[src/fsxo_pkg.sv]
// Shared constants and types for the far skip, table read and exclusive-OR unit
package fsxo_pkg;
	localparam int DATA_W = 8;
	localparam int PROG_W = 16;
	localparam int PADDR_W = 16;
	localparam int BIT_SEL_W = 3;
	localparam logic [7:0] LAST_PAGE = 8'hff;
	localparam logic [7:0] ACC_RST = 8'h00;
	localparam logic [7:0] PTR_RST = 8'h00;
	localparam logic [7:0] TBH_RST = 8'h00;
	localparam int SKIP_CYCLES = 3;
	localparam int OP_W = 4;
	// Operation codes presented by the fetch sequencer
	localparam logic [3:0] OP_NONE = 4'h0;
	localparam logic [3:0] OP_SKIP_NULL = 4'h1;
	localparam logic [3:0] OP_COPY_SKIP = 4'h2;
	localparam logic [3:0] OP_BIT_SKIP = 4'h3;
	localparam logic [3:0] OP_TRD_PAGE = 4'h4;
	localparam logic [3:0] OP_TRD_LAST = 4'h5;
	localparam logic [3:0] OP_TRD_INC_PAGE = 4'h6;
	localparam logic [3:0] OP_TRD_INC_LAST = 4'h7;
	localparam logic [3:0] OP_XOR_ACC = 4'h8;
	localparam logic [3:0] OP_XOR_MEM = 4'h9;
	typedef enum logic [1:0] {FSXO_IDLE, FSXO_TRD, FSXO_DUMMY} fsxo_state_t;
endpackage

[src/fsxo_core.sv]
// Execution unit for far skip, table read and exclusive-OR operations
`timescale 1ns/1ps
module fsxo_core (
	// Clock and reset
	input wire logic clk_in,
	input wire logic rst_in,
	// Operation from the fetch sequencer
	input wire logic op_valid_in,
	input wire logic [3:0] op_code_in,
	input wire logic [2:0] bit_sel_in,
	// Data memory operand
	input wire logic [7:0] mem_rdata_in,
	// Program memory read data, valid in the same cycle as the request
	input wire logic [15:0] prog_rdata_in,
	// Pointer writes from software path
	input wire logic ptr_hi_we_in,
	input wire logic ptr_lo_we_in,
	input wire logic [7:0] ptr_wdata_in,
	// Sequencer handshakes
	output logic op_ready_out,
	output logic skip_out,
	output logic busy_out,
	// Data memory write
	output logic mem_we_out,
	output logic [7:0] mem_wdata_out,
	// Program memory read
	output logic prog_re_out,
	output logic [15:0] prog_addr_out,
	// Architectural state
	output logic [7:0] acc_out,
	output logic zero_flag_out,
	output logic zero_we_out,
	output logic [7:0] ptr_hi_out,
	output logic [7:0] ptr_lo_out,
	output logic [7:0] tbl_high_out
);
	fsxo_pkg::fsxo_state_t state_r, state_nxt;
	logic [7:0] acc_r, acc_nxt, ptr_hi_r, ptr_lo_r, ptr_lo_nxt, tbh_r, tbh_nxt;
	logic [7:0] mem_wdata_r, mem_wdata_nxt;
	logic mem_we_r, mem_we_nxt, zf_r, zf_nxt, zwe_r, zwe_nxt, skip_r, skip_nxt;
	logic prog_re_r, prog_re_nxt;

	//////////////////////////////////////////////////////////////////////////
	// Decode
	wire logic go = op_valid_in && state_r == fsxo_pkg::FSXO_IDLE;
	wire logic is_skip = op_code_in == fsxo_pkg::OP_SKIP_NULL;
	wire logic is_copy = op_code_in == fsxo_pkg::OP_COPY_SKIP;
	wire logic is_bit = op_code_in == fsxo_pkg::OP_BIT_SKIP;
	wire logic is_trd = op_code_in >= fsxo_pkg::OP_TRD_PAGE && op_code_in <= fsxo_pkg::OP_TRD_INC_LAST;
	wire logic trd_inc = op_code_in == fsxo_pkg::OP_TRD_INC_PAGE
		|| op_code_in == fsxo_pkg::OP_TRD_INC_LAST;
	wire logic trd_last = op_code_in == fsxo_pkg::OP_TRD_LAST
		|| op_code_in == fsxo_pkg::OP_TRD_INC_LAST;
	wire logic is_xa = op_code_in == fsxo_pkg::OP_XOR_ACC;
	wire logic is_xm = op_code_in == fsxo_pkg::OP_XOR_MEM;
	wire logic byte_null = mem_rdata_in == 8'h00;
	wire logic bit_null = !mem_rdata_in[bit_sel_in];
	wire logic [7:0] xor_val = acc_r ^ mem_rdata_in;
	wire logic [7:0] ptr_lo_used = trd_inc ? 8'(ptr_lo_r + 8'h01) : ptr_lo_r;
	wire logic take_skip = go && (((is_skip || is_copy) && byte_null) || (is_bit && bit_null));
	wire logic [15:0] paddr;
	logic last_r;

	// Address former, lower pointer already incremented when asked
	fsxo_tbl_addr u_addr (
		.ptr_hi_in(ptr_hi_r),
		.ptr_lo_in(ptr_lo_used),
		.last_page_in(trd_last),
		.paddr_out(paddr)
	);

	//////////////////////////////////////////////////////////////////////////
	// Next-state logic
	always_comb begin
		state_nxt = state_r;
		acc_nxt = acc_r;
		ptr_lo_nxt = ptr_lo_r;
		tbh_nxt = tbh_r;
		mem_we_nxt = 1'b0;
		mem_wdata_nxt = mem_wdata_r;
		zf_nxt = zf_r;
		zwe_nxt = 1'b0;
		skip_nxt = 1'b0;
		prog_re_nxt = 1'b0;
		case (state_r)
			fsxo_pkg::FSXO_IDLE: begin
				if (go && is_skip) begin
					mem_we_nxt = 1'b1; // Rewrite unchanged
					mem_wdata_nxt = mem_rdata_in;
				end
				if (go && is_copy)
					acc_nxt = mem_rdata_in;
				if (take_skip) begin
					skip_nxt = 1'b1; // Flags untouched
					state_nxt = fsxo_pkg::FSXO_DUMMY;
				end
				if (go && is_trd) begin
					ptr_lo_nxt = ptr_lo_used;
					prog_re_nxt = 1'b1;
					state_nxt = fsxo_pkg::FSXO_TRD;
				end
				if (go && is_xa) begin
					acc_nxt = xor_val;
					zf_nxt = xor_val == 8'h00;
					zwe_nxt = 1'b1;
				end
				if (go && is_xm) begin
					mem_we_nxt = 1'b1;
					mem_wdata_nxt = xor_val;
					zf_nxt = xor_val == 8'h00;
					zwe_nxt = 1'b1;
				end
			end
			fsxo_pkg::FSXO_TRD: begin
				// Split the word, no flag change
				mem_we_nxt = 1'b1;
				mem_wdata_nxt = prog_rdata_in[7:0];
				tbh_nxt = prog_rdata_in[15:8];
				state_nxt = fsxo_pkg::FSXO_IDLE;
			end
			fsxo_pkg::FSXO_DUMMY: state_nxt = fsxo_pkg::FSXO_IDLE;
			default: state_nxt = fsxo_pkg::FSXO_IDLE;
		endcase
	end

	//////////////////////////////////////////////////////////////////////////
	// State registers
	always_ff @(posedge clk_in) begin
		if (rst_in) begin
			state_r <= fsxo_pkg::FSXO_IDLE;
			acc_r <= fsxo_pkg::ACC_RST;
			ptr_hi_r <= fsxo_pkg::PTR_RST;
			ptr_lo_r <= fsxo_pkg::PTR_RST;
			tbh_r <= fsxo_pkg::TBH_RST;
			mem_we_r <= 1'b0;
			mem_wdata_r <= 8'h00;
			zf_r <= 1'b0;
			zwe_r <= 1'b0;
			skip_r <= 1'b0;
			prog_re_r <= 1'b0;
			prog_addr_out <= 16'h0000;
			last_r <= 1'b0;
		end else begin
			state_r <= state_nxt;
			acc_r <= acc_nxt;
			ptr_hi_r <= ptr_hi_we_in ? ptr_wdata_in : ptr_hi_r;
			ptr_lo_r <= (ptr_lo_we_in && !(go && is_trd)) ? ptr_wdata_in : ptr_lo_nxt;
			tbh_r <= tbh_nxt;
			mem_we_r <= mem_we_nxt;
			mem_wdata_r <= mem_wdata_nxt;
			zf_r <= zf_nxt;
			zwe_r <= zwe_nxt;
			skip_r <= skip_nxt;
			prog_re_r <= prog_re_nxt;
			if (go && is_trd)
				prog_addr_out <= paddr;
			if (go)
				last_r <= trd_last;
		end
	end

	// Outputs
	assign op_ready_out = state_r == fsxo_pkg::FSXO_IDLE;
	assign busy_out = state_r != fsxo_pkg::FSXO_IDLE;
	assign skip_out = skip_r;
	assign mem_we_out = mem_we_r;
	assign mem_wdata_out = mem_wdata_r;
	assign prog_re_out = prog_re_r;
	assign acc_out = acc_r;
	assign zero_flag_out = zf_r;
	assign zero_we_out = zwe_r;
	assign ptr_hi_out = ptr_hi_r;
	assign ptr_lo_out = ptr_lo_r;
	assign tbl_high_out = tbh_r;
endmodule

[src/fsxo_tbl_addr.sv]
// Program address former for the table reads
`timescale 1ns/1ps
module fsxo_tbl_addr (
	// Pointer values
	input wire logic [7:0] ptr_hi_in,
	input wire logic [7:0] ptr_lo_in,
	// Page select
	input wire logic last_page_in,
	// Formed address
	output logic [15:0] paddr_out
);
	// Last page ignores the upper pointer
	assign paddr_out = last_page_in ? {fsxo_pkg::LAST_PAGE, ptr_lo_in} : {ptr_hi_in, ptr_lo_in};
endmodule

[config.mk]
export PLATFORM = sky130hd
export DESIGN_NAME = fsxo_core
export DESIGN_NICKNAME = d
export VERILOG_FILES = /design/src/fsxo_pkg.sv /design/src/fsxo_core.sv /design/src/fsxo_tbl_addr.sv
export SDC_FILE = /design/constraint.sdc
export NUM_CORES = 1
export LEC_CHECK = 0
export ABC_CLOCK_PERIOD_IN_PS = 2600
export BUFFER_PORTS_ARGS = -buffer_cell sky130_fd_sc_hd__buf_2
export CORE_ASPECT_RATIO = 1.25
export CORE_MARGIN = 4
export CORE_UTILIZATION = 35
export CTS_CLUSTER_SIZE = 30
export DETAILED_ROUTE_END_ITERATION = 8
export PLACE_DENSITY = 0.7
export REMOVE_ABC_BUFFERS = 1
export SLEW_MARGIN = 20
export SYNTH_ARGS = -nofsm -noshare
export SYNTH_HDL_FRONTEND = slang
export SYNTH_SLANG_ARGS = --single-unit
[constraint.sdc]
create_clock -name clk_in -period 2.6 [get_ports clk_in]
set_input_delay 0.52 -clock clk_in [delete_from_list [all_inputs] [get_ports clk_in]]
set_output_delay 0.52 -clock clk_in [all_outputs]
set_load 0.01 [all_outputs]
==> results of run 1 <==
==> cells by family (layout without fill, tap and decap cells) <==
group,Yosys count,in the layout,synth area share
buffers and inverters,28,133,0.0372
AO/OA/AOI/OAI,78,78,0.176
XOR/XNOR,22,22,0.0659
adder cells (fa/ha/maj),1,1,0.00428
multiplexers,13,13,0.0535
flip-flops,63,63,0.432
AND/OR/NAND/NOR,134,134,0.232
==> worst max-delay path by stage <==
stage / cells past startpoint / end / startpoint / slack [ps]
global placement: 5 / acc_out[0]$_SDFFE_PP0P_ / op_code_in[2] / 370
finish: 3 / busy_out / state_r[0]$_SDFFE_PP0P_ / 430
CTS: 3 / busy_out / state_r[0]$_SDFFE_PP0P_ / 450
global route: 3 / busy_out / state_r[0]$_SDFFE_PP0P_ / 310
detailed placement: 5 / acc_out[6]$_SDFFE_PP0P_ / op_code_in[2] / 320
floorplan: 5 / ptr_lo_out[5]$_SDFFE_PP0P_ / state_r[0]$_SDFFE_PP0P_ / 550
==> cell usage after synthesis, types with 2 or more instances <==
library cell / count / area, sq um
o211ai_1: 3 / 22.5
mux4_2: 2 / 45.0
nor2b_1: 8 / 50.1
dfxtp_1: 63 / 1260
a21oi_1: 25 / 125
a22oi_1: 3 / 22.5
and3b_1: 2 / 17.5
o2111ai_1: 2 / 17.5
and3_1: 2 / 12.5
buf_1: 2 / 7.51
nand3b_1: 4 / 30.0
o21ai_0: 18 / 90.1
inv_1: 4 / 15.0
and4_1: 2 / 17.5
nand4_1: 3 / 18.8
clkbuf_1: 18 / 67.6
a32o_1: 5 / 50.1
xor2_1: 4 / 35.0
nand2b_1: 2 / 12.5
or3_1: 3 / 18.8
nand2_1: 40 / 150
xnor2_1: 18 / 158
mux2i_1: 10 / 100
nor3_1: 22 / 110
a222oi_1: 8 / 80.1
nor2_1: 28 / 105
nand3_1: 4 / 20.0
nor4_1: 4 / 25.0
buf_2: 3 / 15.0
a31oi_1: 3 / 18.8
o22ai_1: 2 / 12.5
a211oi_1: 2 / 15.0
==> placed cells by master (no fill, tap or decap), types with 3 or more instances in the layout <==
master | netlist | final
or3_1 | 3 | 3
nand3_1 | 4 | 4
a222oi_1 | 8 | 8
a22oi_1 | 3 | 3
clkbuf_8 | 0 | 9
nand2_1 | 40 | 40
clkinv_2 | 0 | 4
a21oi_1 | 25 | 25
nor3_1 | 22 | 22
nor4_1 | 4 | 4
a31oi_1 | 3 | 3
inv_1 | 4 | 4
o21ai_0 | 18 | 18
xnor2_1 | 18 | 18
buf_4 | 0 | 6
nor2b_1 | 8 | 8
xor2_1 | 4 | 4
mux2i_1 | 10 | 10
dfxtp_1 | 63 | 63
nand3b_1 | 4 | 4
o211ai_1 | 3 | 3
a32o_1 | 5 | 5
nand4_1 | 3 | 3
nor2_1 | 28 | 28
buf_2 | 3 | 106
==> routing by layer <==
layer / global-route usage / up-vias
met2: 0.303 / 115
met3: 0.0448 / 13
li1: - / 1427
met4: 0.0668 / 0
met5: 0 / -
met1: 0.199 / 1386
==> sequential cells by signal, indices dropped and copies added (netlist names), 2 cells and up <==
register / count
acc_out: 8
mem_wdata_out: 8
prog_addr_out: 16
ptr_hi_out: 8
ptr_lo_out: 8
state_r: 2
tbl_high_out: 8
==> power by group <==
group	total, mW	switching (mW)	internal (mW)
Sequential	1.04	0.0323	1.00
Clock	0.731	0.388	0.342
Combinational	0.287	0.163	0.124
Total	2.05	0.583	1.47
==> worst reg2reg max path, stage by stage (launching register included) <==
cell and delay [ps]:
dfxtp_1 350, or4b_4 550, or4b_1 650, o211ai_1 230, a21oi_1 90
==> area by class of cell <==
cell class | count | area (sq um) | share of cell area
clock buffers | 10 | 128 | 0.0345
multi-input cells | 248 | 1550 | 0.420
well taps | 97 | 121 | 0.0328
repair buffers | 112 | 576 | 0.156
flip-flops and latches | 63 | 1260 | 0.341
inverters | 5 | 18.8 | 0.00508
clock inverters | 6 | 37.5 | 0.0102
==> flow_summary.json, run 1 <==
{
  "required_ps": 2080,
  "wl_per_cell_um": 15.7,
  "cts_hold_buf": 0,
  "layout-drive-gt1-share": 0.302,
  "hp-class": "in2reg",
  "wl_met2_mm": 4.32,
  "hold_viol": 0,
  "finalPower_mw": 2.05,
  "ant_nets": 0,
  "portBuffers": 106,
  "critPathMaxFanout": 7,
  "clockRootBuffer": "clkbuf_8",
  "r2r_slack_ps": 580,
  "drc_errors": 0,
  "met1_length_mm": 3.41,
  "cts_resized": 0,
  "fmax_mhz": 461,
  "max_stage_delay_ps": 410,
  "postCtsSetupRepairBufs": 0,
  "async_flop_share": 0,
  "cp_top_family": "buffers and inverters",
  "grt_max_degree": 33,
  "power_density_nw_per_um2": 556,
  "worstMarginPinSlew_ps": 703,
  "whs_ps": 414,
  "die_w_um": 89.7,
  "via_per_inst": 5.44,
  "seq_area_frac_synth": 0.432,
  "initial_core_util": 0.357,
  "relSlewSlack": 0.531,
  "track_usage": 0.171,
  "period_minus_slack_ps": 2170,
  "worst_ep_arrival_time_ps": 1650,
  "placed_area_sq_um": 3530,
  "hold_depth": 3,
  "io_pins": 107,
  "irDropWorstVdd_v": 0.000357,
  "endpoint_kind": "output port",
  "hold_end": "tbl_high_out[7]$_SDFFE_PP0P_",
  "grt_pass1_wl_mm": 13.5,
  "critPathSlowestCell": "nor2_1",
  "row_count": 37,
  "yosys_warnings": 0,
  "crit_path_cell_trace": "nor2_1 -> clkinv_1 -> buf_2",
  "post-route-util": 0.451,
  "drt_iter0_markers": 128,
  "fill_cells": 829,
  "synth_edf_count": 0,
  "criticalPathCategory": "reg2out",
  "grt_pass1_vias": 2778,
  "r2r-start": "state_r[0]$_SDFFE_PP0P_",
  "first_pass_iters": 6,
  "leakage_nw": 1.61,
  "top_layer": "met4",
  "vias": 2941,
  "dpl.hpwl_mm": 6.33,
  "finClkSkew_ps": 11.7,
  "fin_area_sq_um": 3690,
  "fin_cells": 541,
  "dp_slack_ps": 325,
  "core_area_sq_um": 8190,
  "ys.flop_type": "dfxtp_1",
  "area_growth_pct": 26.4,
  "rr_worst_depth": 4,
  "status": "finished clean",
  "antenna_found_initial": 0,
  "finalCritPeriodShare": 0.833,
  "cts_tree": "done",
  "setup_tns_ps": 0,
  "synth-seq-cells": 63,
  "r2r_end": "acc_out[6]$_SDFFE_PP0P_",
  "path_clk_slew_ps": 70,
  "crit_buf_inv": 2,
  "fin_nets": 484,
  "rsz0062_at_grt": "false",
  "setup_viol": 0,
  "wirelength_mm": 8.52,
  "insertion_delay_ps": 340,
  "netlist_area_sq_um": 2920,
  "syn_inst": 339,
  "cts_made_buffers": 9,
  "start_kind": "flop",
  "die-area_sq_um": 9890,
  "overflow": 0,
  "die_h_um": 110,
  "clockBufferDepth": 2,
  "clock_sinks": 63,
  "hp-start": "prog_rdata_in[15]",
  "netlist-cell-type-count": 52,
  "wl_met3_um": 657,
  "h-tree-depth": 3,
  "gp_congestion": 0.893,
  "dp.cells": 525,
  "antenna_cells": 0,
  "synth.avg_cell_area_sq_um": 8.62,
  "maxCapViolCount": 0,
  "maxSlewViolCount": 0,
  "fin_ws_ps": 433
}
(Power assumes the default switching activity.)
==> run 2, diff against run 1 <==
--- a/config.mk
+++ b/config.mk
@@ -5,14 +5,15 @@
 export SDC_FILE = /design/constraint.sdc
 export NUM_CORES = 1
 export LEC_CHECK = 0
-export ABC_CLOCK_PERIOD_IN_PS = 2600
+export ABC_AREA = 1
+export ABC_CLOCK_PERIOD_IN_PS = 2200
 export BUFFER_PORTS_ARGS = -buffer_cell sky130_fd_sc_hd__buf_2
 export CORE_ASPECT_RATIO = 1.25
 export CORE_MARGIN = 4
 export CORE_UTILIZATION = 35
 export CTS_CLUSTER_SIZE = 30
 export DETAILED_ROUTE_END_ITERATION = 8
-export PLACE_DENSITY = 0.7
+export PLACE_DENSITY = 0.69
 export REMOVE_ABC_BUFFERS = 1
 export SLEW_MARGIN = 20
 export SYNTH_ARGS = -nofsm -noshare
==> constraint.sdc (replaced) <==
create_clock -name clk_in -period 2.2 [get_ports clk_in]
set_input_delay 0.44 -clock clk_in [delete_from_list [all_inputs] [get_ports clk_in]]
set_output_delay 0.44 -clock clk_in [all_outputs]
set_load 0.01 [all_outputs]
==> run 2 against run 1 <==
  * Cell area increased by 7.0%
  * Sequential share of layout area decreased by 2.2 points
  * Largest cell class unchanged
  * Critical path depth increased by 6
==> flow_summary.json, run 2 <==
{
  "setup_viol": 0,
  "drc_errors": 0,
  "cts_resized": 0,
  "row_count": 38,
  "netlist_area_sq_um": 3200,
  "wirelength_mm": 8.72,
  "first_pass_iters": 5,
  "critPathMaxFanout": 20,
  "required_ps": 2490,
  "insertion_delay_ps": 350,
  "largest_reg_flops": 16,
  "setup_tns_ps": 0,
  "netlist-cell-type-count": 37,
  "io_pins": 107,
  "r2r-start": "state_r[1]$_SDFFE_PP0P_",
  "power_density_nw_per_um2": 639,
  "synth.avg_cell_area_sq_um": 7.43,
  "initial_core_util": 0.363,
  "leakage_nw": 2.08,
  "gp_congestion": 0.903,
  "whs_ps": 315,
  "path_clk_slew_ps": 80,
  "fin_ws_ps": 630,
  "cts_made_buffers": 9,
  "track_usage": 0.168,
  "die-area_sq_um": 10700,
  "worstMarginPinSlew_ps": 412,
  "layout_commonest_cell": "buf_2",
  "synth-seq-cells": 63,
  "final_cell_mix": "106 x buf_2, 91 x nand2_1, 63 x dfxtp_1, 51 x nor2_1, 40 x nand3_1",
  "cts_tree": "done",
  "h-tree-depth": 3,
  "synth_top_area_share": 0.395,
  "worst_ep_arrival_time_ps": 1860,
  "rsz0062_at_grt": "false",
  "start_kind": "flop",
  "vias": 3174,
  "grt_max_degree": 24,
  "synth.area.top_cells": "dfxtp_1 39%, nand2_1 11%, nand3_1 6.3%, nor2_1 6.0%, o21ai_0 5.5%",
  "core_area_sq_um": 8800,
  "post-route-util": 0.449,
  "fin_nets": 579,
  "cp-startpoint": "state_r[1]$_SDFFE_PP0P_",
  "antenna_cells": 0,
  "finClkSkew_ps": 12.0,
  "criticalPathCategory": "reg2reg",
  "largest-register": "prog_addr_out",
  "overflow": 0,
  "grt_pass1_wl_mm": 14.5,
  "rr_worst_depth": 9,
  "hold_viol": 0,
  "dp_slack_ps": 431,
  "fmax_mhz": 637,
  "synth_most_common_cell": "nand2_1",
  "fill_cells": 918,
  "clock_sinks": 63,
  "status": "finished clean",
  "finalCritPeriodShare": 0.713,
  "seq_area_frac_synth": 0.395,
  "area_growth_pct": 23.7,
  "maxCapViolCount": 0,
  "ant_nets": 0,
  "wl_per_cell_um": 13.2,
  "drt_iter0_markers": 127,
  "clockRootBuffer": "clkbuf_8",
  "placed_area_sq_um": 3770,
  "synth_common_cells": "91 x nand2_1, 63 x dfxtp_1, 51 x nor2_1",
  "period_minus_slack_ps": 1570,
  "grt_pass1_vias": 3120,
  "endpoint_kind": "flop",
  "portBuffers": 106,
  "ys.flop_type": "dfxtp_1",
  "r2r_slack_ps": 630,
  "hold_depth": 3,
  "dpl.hpwl_mm": 6.68,
  "yosys.area.top_type": "dfxtp_1",
  "cts_hold_buf": 0,
  "async_flop_share": 0,
  "clockBufferDepth": 2,
  "hp-class": "in2reg",
  "layout-drive-gt1-share": 0.328,
  "postCtsSetupRepairBufs": 0,
  "die_h_um": 115,
  "fin_area_sq_um": 3950,
  "irDropWorstVdd_v": 0.000328,
  "critPathCapture": "ptr_lo_out[1]$_SDFFE_PP0P_",
  "yosys_warnings": 0,
  "synth_edf_count": 0,
  "via_per_inst": 4.82,
  "syn_inst": 430,
  "die_w_um": 93.5,
  "maxSlewViolCount": 0,
  "r2r_end": "ptr_lo_out[1]$_SDFFE_PP0P_",
  "antenna_found_initial": 1,
  "relSlewSlack": 0.725
}
==> run 2: changes by cell type after synthesis, moves of 13 or more <==
cell      delta
nor3_1      -17
nor2_1      +23
inv_1       +33
nand3_1     +36
nand2_1     +51
xnor2_1     -17
clkbuf_1    -13
o21ai_0     +17
==> run 2: metal layers <==
metal,up-vias,global-route usage,share of wire
met5,-,0,0.0022
met4,2,0.0557,0.016
met3,16,0.0491,0.088
met2,119,0.283,0.47
met1,1434,0.205,0.43
li1,1603,-,-
==> run 2: power by group <==
part / internal [mW] / total [mW] / switching (mW)
Sequential: 1.19 / 1.23 / 0.0402
Clock: 0.418 / 0.926 / 0.509
Combinational: 0.138 / 0.369 / 0.231
==> run 2: cell type report <==
| cell class | count | area [sq um] | share of cell area |
|---|---|---|---|
| flip-flops and latches | 63 | 1260 | 0.319 |
| clock buffers | 9 | 124 | 0.0313 |
| well taps | 120 | 150 | 0.0380 |
| multi-input cells | 308 | 1650 | 0.417 |
| repair buffers | 108 | 546 | 0.138 |
| inverters | 44 | 170 | 0.0431 |
| clock inverters | 7 | 55.1 | 0.0139 |
==> run 2: metrics by stage <==
step           instances  total power [mW]
2_1_floorplan        415              1.46
3_3_place_gp         643              1.62
3_5_place_dp         643              1.63
4_1_cts              659              2.56
5_1_grt              659              2.66
6_report             659              2.53
==> run 2: logic make-up after synthesis <==
family          Yosys count  share of synthesized area
simple gates            224                      0.343
xor+xnor                 10                     0.0274
flops                    63                      0.395
fa+ha+maj                 1                    0.00391
buf+inv                  59                     0.0901
compound gates           73                      0.141
==> run 2: worst min path at each step <==
stage                                  start  slack [ps]                             to
2_1_floorplan  prog_addr_out[0]$_SDFFE_PP0P_         480  prog_addr_out[0]$_SDFFE_PP0P_
3_3_place_gp   prog_addr_out[0]$_SDFFE_PP0P_         450  prog_addr_out[0]$_SDFFE_PP0P_
3_5_place_dp   prog_addr_out[2]$_SDFFE_PP0P_         460  prog_addr_out[2]$_SDFFE_PP0P_
4_1_cts                    prog_rdata_in[13]         300   tbl_high_out[5]$_SDFFE_PP0P_
5_1_grt                    prog_rdata_in[15]         310   tbl_high_out[7]$_SDFFE_PP0P_
6_report                   prog_rdata_in[13]         310   tbl_high_out[5]$_SDFFE_PP0P_
==> run 2: critical path: stages, from the launching register on <==
cell and delay, ps:
dfxtp_1 370, nor2_4 130, nand2_4 110, nor2_8 230
inv_2 230, nor2_1 120, o21ai_0 130, nand3_1 100
nand2_1 50, inv_1 50
==> run 3, diff against run 2 <==
--- a/config.mk
+++ b/config.mk
@@ -6,14 +6,14 @@
 export NUM_CORES = 1
 export LEC_CHECK = 0
 export ABC_AREA = 1
-export ABC_CLOCK_PERIOD_IN_PS = 2200
+export ABC_CLOCK_PERIOD_IN_PS = 1400
 export BUFFER_PORTS_ARGS = -buffer_cell sky130_fd_sc_hd__buf_2
 export CORE_ASPECT_RATIO = 1.25
 export CORE_MARGIN = 4
 export CORE_UTILIZATION = 35
 export CTS_CLUSTER_SIZE = 30
 export DETAILED_ROUTE_END_ITERATION = 8
-export PLACE_DENSITY = 0.69
+export PLACE_DENSITY = 0.71
 export REMOVE_ABC_BUFFERS = 1
 export SLEW_MARGIN = 20
 export SYNTH_ARGS = -nofsm -noshare
==> constraint.sdc (replaced) <==
create_clock -name clk_in -period 1.4 [get_ports clk_in]
set_input_delay 0.28 -clock clk_in [delete_from_list [all_inputs] [get_ports clk_in]]
set_output_delay 0.28 -clock clk_in [all_outputs]
set_load 0.01 [all_outputs]
==> run 3 against run 2 <==
  * Sequential share of layout area down 1.4 points
  * Setup slack worse by 580 ps
  * First-iteration DRC count up 28%
  * Utilization up 2.1 points
  * Clock skew about the same
  * Register-to-register slack worse by 540 ps
  * Wire length up 4.1%
  * Hold slack worse by 150 ps
  * Largest cell class unchanged
  * Highest routed layer unchanged
==> flow_summary.json, run 3 (synthesized netlist as in run 2, its figures left out) <==
{
  "die_w_um": 93.5,
  "die-area_sq_um": 10700,
  "whs_ps": 168,
  "rsz0062_at_grt": "true",
  "critPathMaxFanout": 2,
  "maxSlewViolCount": 0,
  "hold_viol": 0,
  "maxCapViolCount": 0,
  "overflow": 0,
  "endpoint_kind": "output port",
  "die_h_um": 115,
  "drt_iter0_markers": 163,
  "use_met2": 0.288,
  "fill_cells": 888,
  "first_pass_iters": 4,
  "finalPower_mw": 3.98,
  "ant_nets": 0,
  "required_ps": 1120,
  "hp-class": "in2reg",
  "drc_errors": 0,
  "worst_ep_arrival_time_ps": 1060,
  "layout_commonest_cell": "buf_2",
  "rr_worst_depth": 7,
  "grt.busiest_layer": "met2",
  "clockBufferDepth": 2,
  "status": "finished clean",
  "use_met1": 0.201,
  "wl_per_cell_um": 13.4,
  "grt_pass1_wl_mm": 14.5,
  "critPathCapture": "op_ready_out",
  "gp_congestion": 0.907,
  "setup_viol": 0,
  "vias": 3235,
  "via_per_inst": 4.76,
  "row_count": 38,
  "io_pins": 107,
  "irDropWorstVdd_v": 0.000679,
  "path_clk_slew_ps": 80,
  "relSlewSlack": 0.798,
  "antenna_cells": 0,
  "cp-startpoint": "state_r[0]$_SDFFE_PP0P_",
  "period_minus_slack_ps": 1340,
  "dp.cells": 661,
  "max_stage_delay_ps": 350,
  "clock_sinks": 63,
  "r2r_slack_ps": 90,
  "critPathSlowestCell": "dfxtp_2",
  "portBuffers": 106,
  "fin_nets": 599,
  "largest_reg_flops": 16,
  "clockRootBuffer": "clkbuf_8",
  "fin_cells": 679,
  "setup_tns_ps": 0,
  "finClkSkew_ps": 11.7,
  "r2r_end": "prog_addr_out[14]$_SDFFE_PP0P_",
  "h-tree-depth": 3,
  "finalCritPeriodShare": 0.960,
  "layout-drive-gt1-share": 0.358,
  "leakage_nw": 2.21,
  "core_area_sq_um": 8800,
  "grtUsageMet3": 0.0452,
  "dp_slack_ps": -63.7,
  "track_usage": 0.167,
  "fin_area_sq_um": 4140,
  "fin_ws_ps": 55.4,
  "placed_area_sq_um": 3920,
  "r2r-start": "state_r[0]$_SDFFE_PP0P_",
  "criticalPathCategory": "reg2out",
  "insertion_delay_ps": 340,
  "grt_pass1_vias": 3126,
  "dpl.hpwl_mm": 6.99,
  "cts_tree": "done",
  "wirelength_mm": 9.07,
  "antenna_found_initial": 1,
  "start_kind": "flop",
  "post-route-util": 0.471,
  "cts_made_buffers": 9,
  "crit_path_cell_trace": "nor2_4 -> buf_4 -> buf_2",
  "cts_hold_buf": 0,
  "fmax_mhz": 744,
  "largest-register": "prog_addr_out",
  "initial_core_util": 0.363,
  "power_density_nw_per_um2": 960,
  "final_cell_mix": "106 x buf_2, 90 x nand2_1, 61 x dfxtp_1, 51 x nor2_1, 40 x nand3_1",
  "area_growth_pct": 29.6,
  "worstMarginPinSlew_ps": 302,
  "grt_max_degree": 24
}
==> run 3: changes by cell type in the layout (fill, tap and decap cells not counted), moves of 3 or more <==
cell / change
buf_4: +18
o21ai_0: -6
o21ai_1: +6
nor2_2: -3
nor2_4: +3
==> run 3: worst max-delay path: cells and delay by family (launching register included) <==
kind	cells	cell delay, ps
flip-flops	1	350
buffers and inverters	2	250
AND/OR/NAND/NOR	1	140
==> run 3: power breakdown <==
part | switching (mW) | leakage, nW | internal (mW) | total [mW]
Clock | 0.763 | 0.0894 | 0.644 | 1.41
Combinational | 0.387 | 1.61 | 0.253 | 0.640
Sequential | 0.0572 | 0.515 | 1.87 | 1.93
Total | 1.21 | 2.21 | 2.77 | 3.98
==> run 3: how the worst min path moves through the flow <==
| stage | from | end | slack, ps | cells after the start |
|---|---|---|---|---|
| 6_report | prog_rdata_in[12] | tbl_high_out[4]$_SDFFE_PP0P_ | 170 | 3 |
| 5_1_grt | prog_rdata_in[12] | tbl_high_out[4]$_SDFFE_PP0P_ | 170 | 3 |
| 4_1_cts | prog_rdata_in[11] | tbl_high_out[3]$_SDFFE_PP0P_ | 150 | 3 |
| 3_5_place_dp | prog_addr_out[6]$_SDFFE_PP0P_ | prog_addr_out[6]$_SDFFE_PP0P_ | 450 | 2 |
| 3_3_place_gp | prog_addr_out[2]$_SDFFE_PP0P_ | prog_addr_out[2]$_SDFFE_PP0P_ | 450 | 2 |
| 2_1_floorplan | rst_in | prog_addr_out[0]$_SDFFE_PP0P_ | 350 | 1 |
==> run 3: final cells by class <==
class / instances / area, sq um / area share
Clock buffer: 9 / 124 / 0.0299
Clock inverter: 7 / 48.8 / 0.0118
Inverter: 44 / 175 / 0.0423
Multi-Input combinational cell: 309 / 1680 / 0.405
Sequential cell: 63 / 1260 / 0.305
Tap cell: 120 / 150 / 0.0363
Timing Repair Buffer: 127 / 701 / 0.169
==> run 3: per-layer routing <==
| metal | share of wire | wire [um] | vias to the layer above |
|---|---|---|---|
| li1 | - | - | 1640 |
| met1 | 0.43 | 3900 | 1450 |
| met2 | 0.48 | 4380 | 124 |
| met3 | 0.071 | 648 | 19 |
| met4 | 0.014 | 126 | 2 |
| met5 | 0.0014 | 13 | - |
==> run 3: what timing repair did <==
| action | 4_1_cts | 5_1_grt |
|---|---|---|
| resized for setup | 0 | 15 |
| cloned | 0 | 1 |
| buffers inserted | 1 | 0 |
| endpoints found under the setup margin | 7 | 24 |
| pin swaps | 1 | 2 |
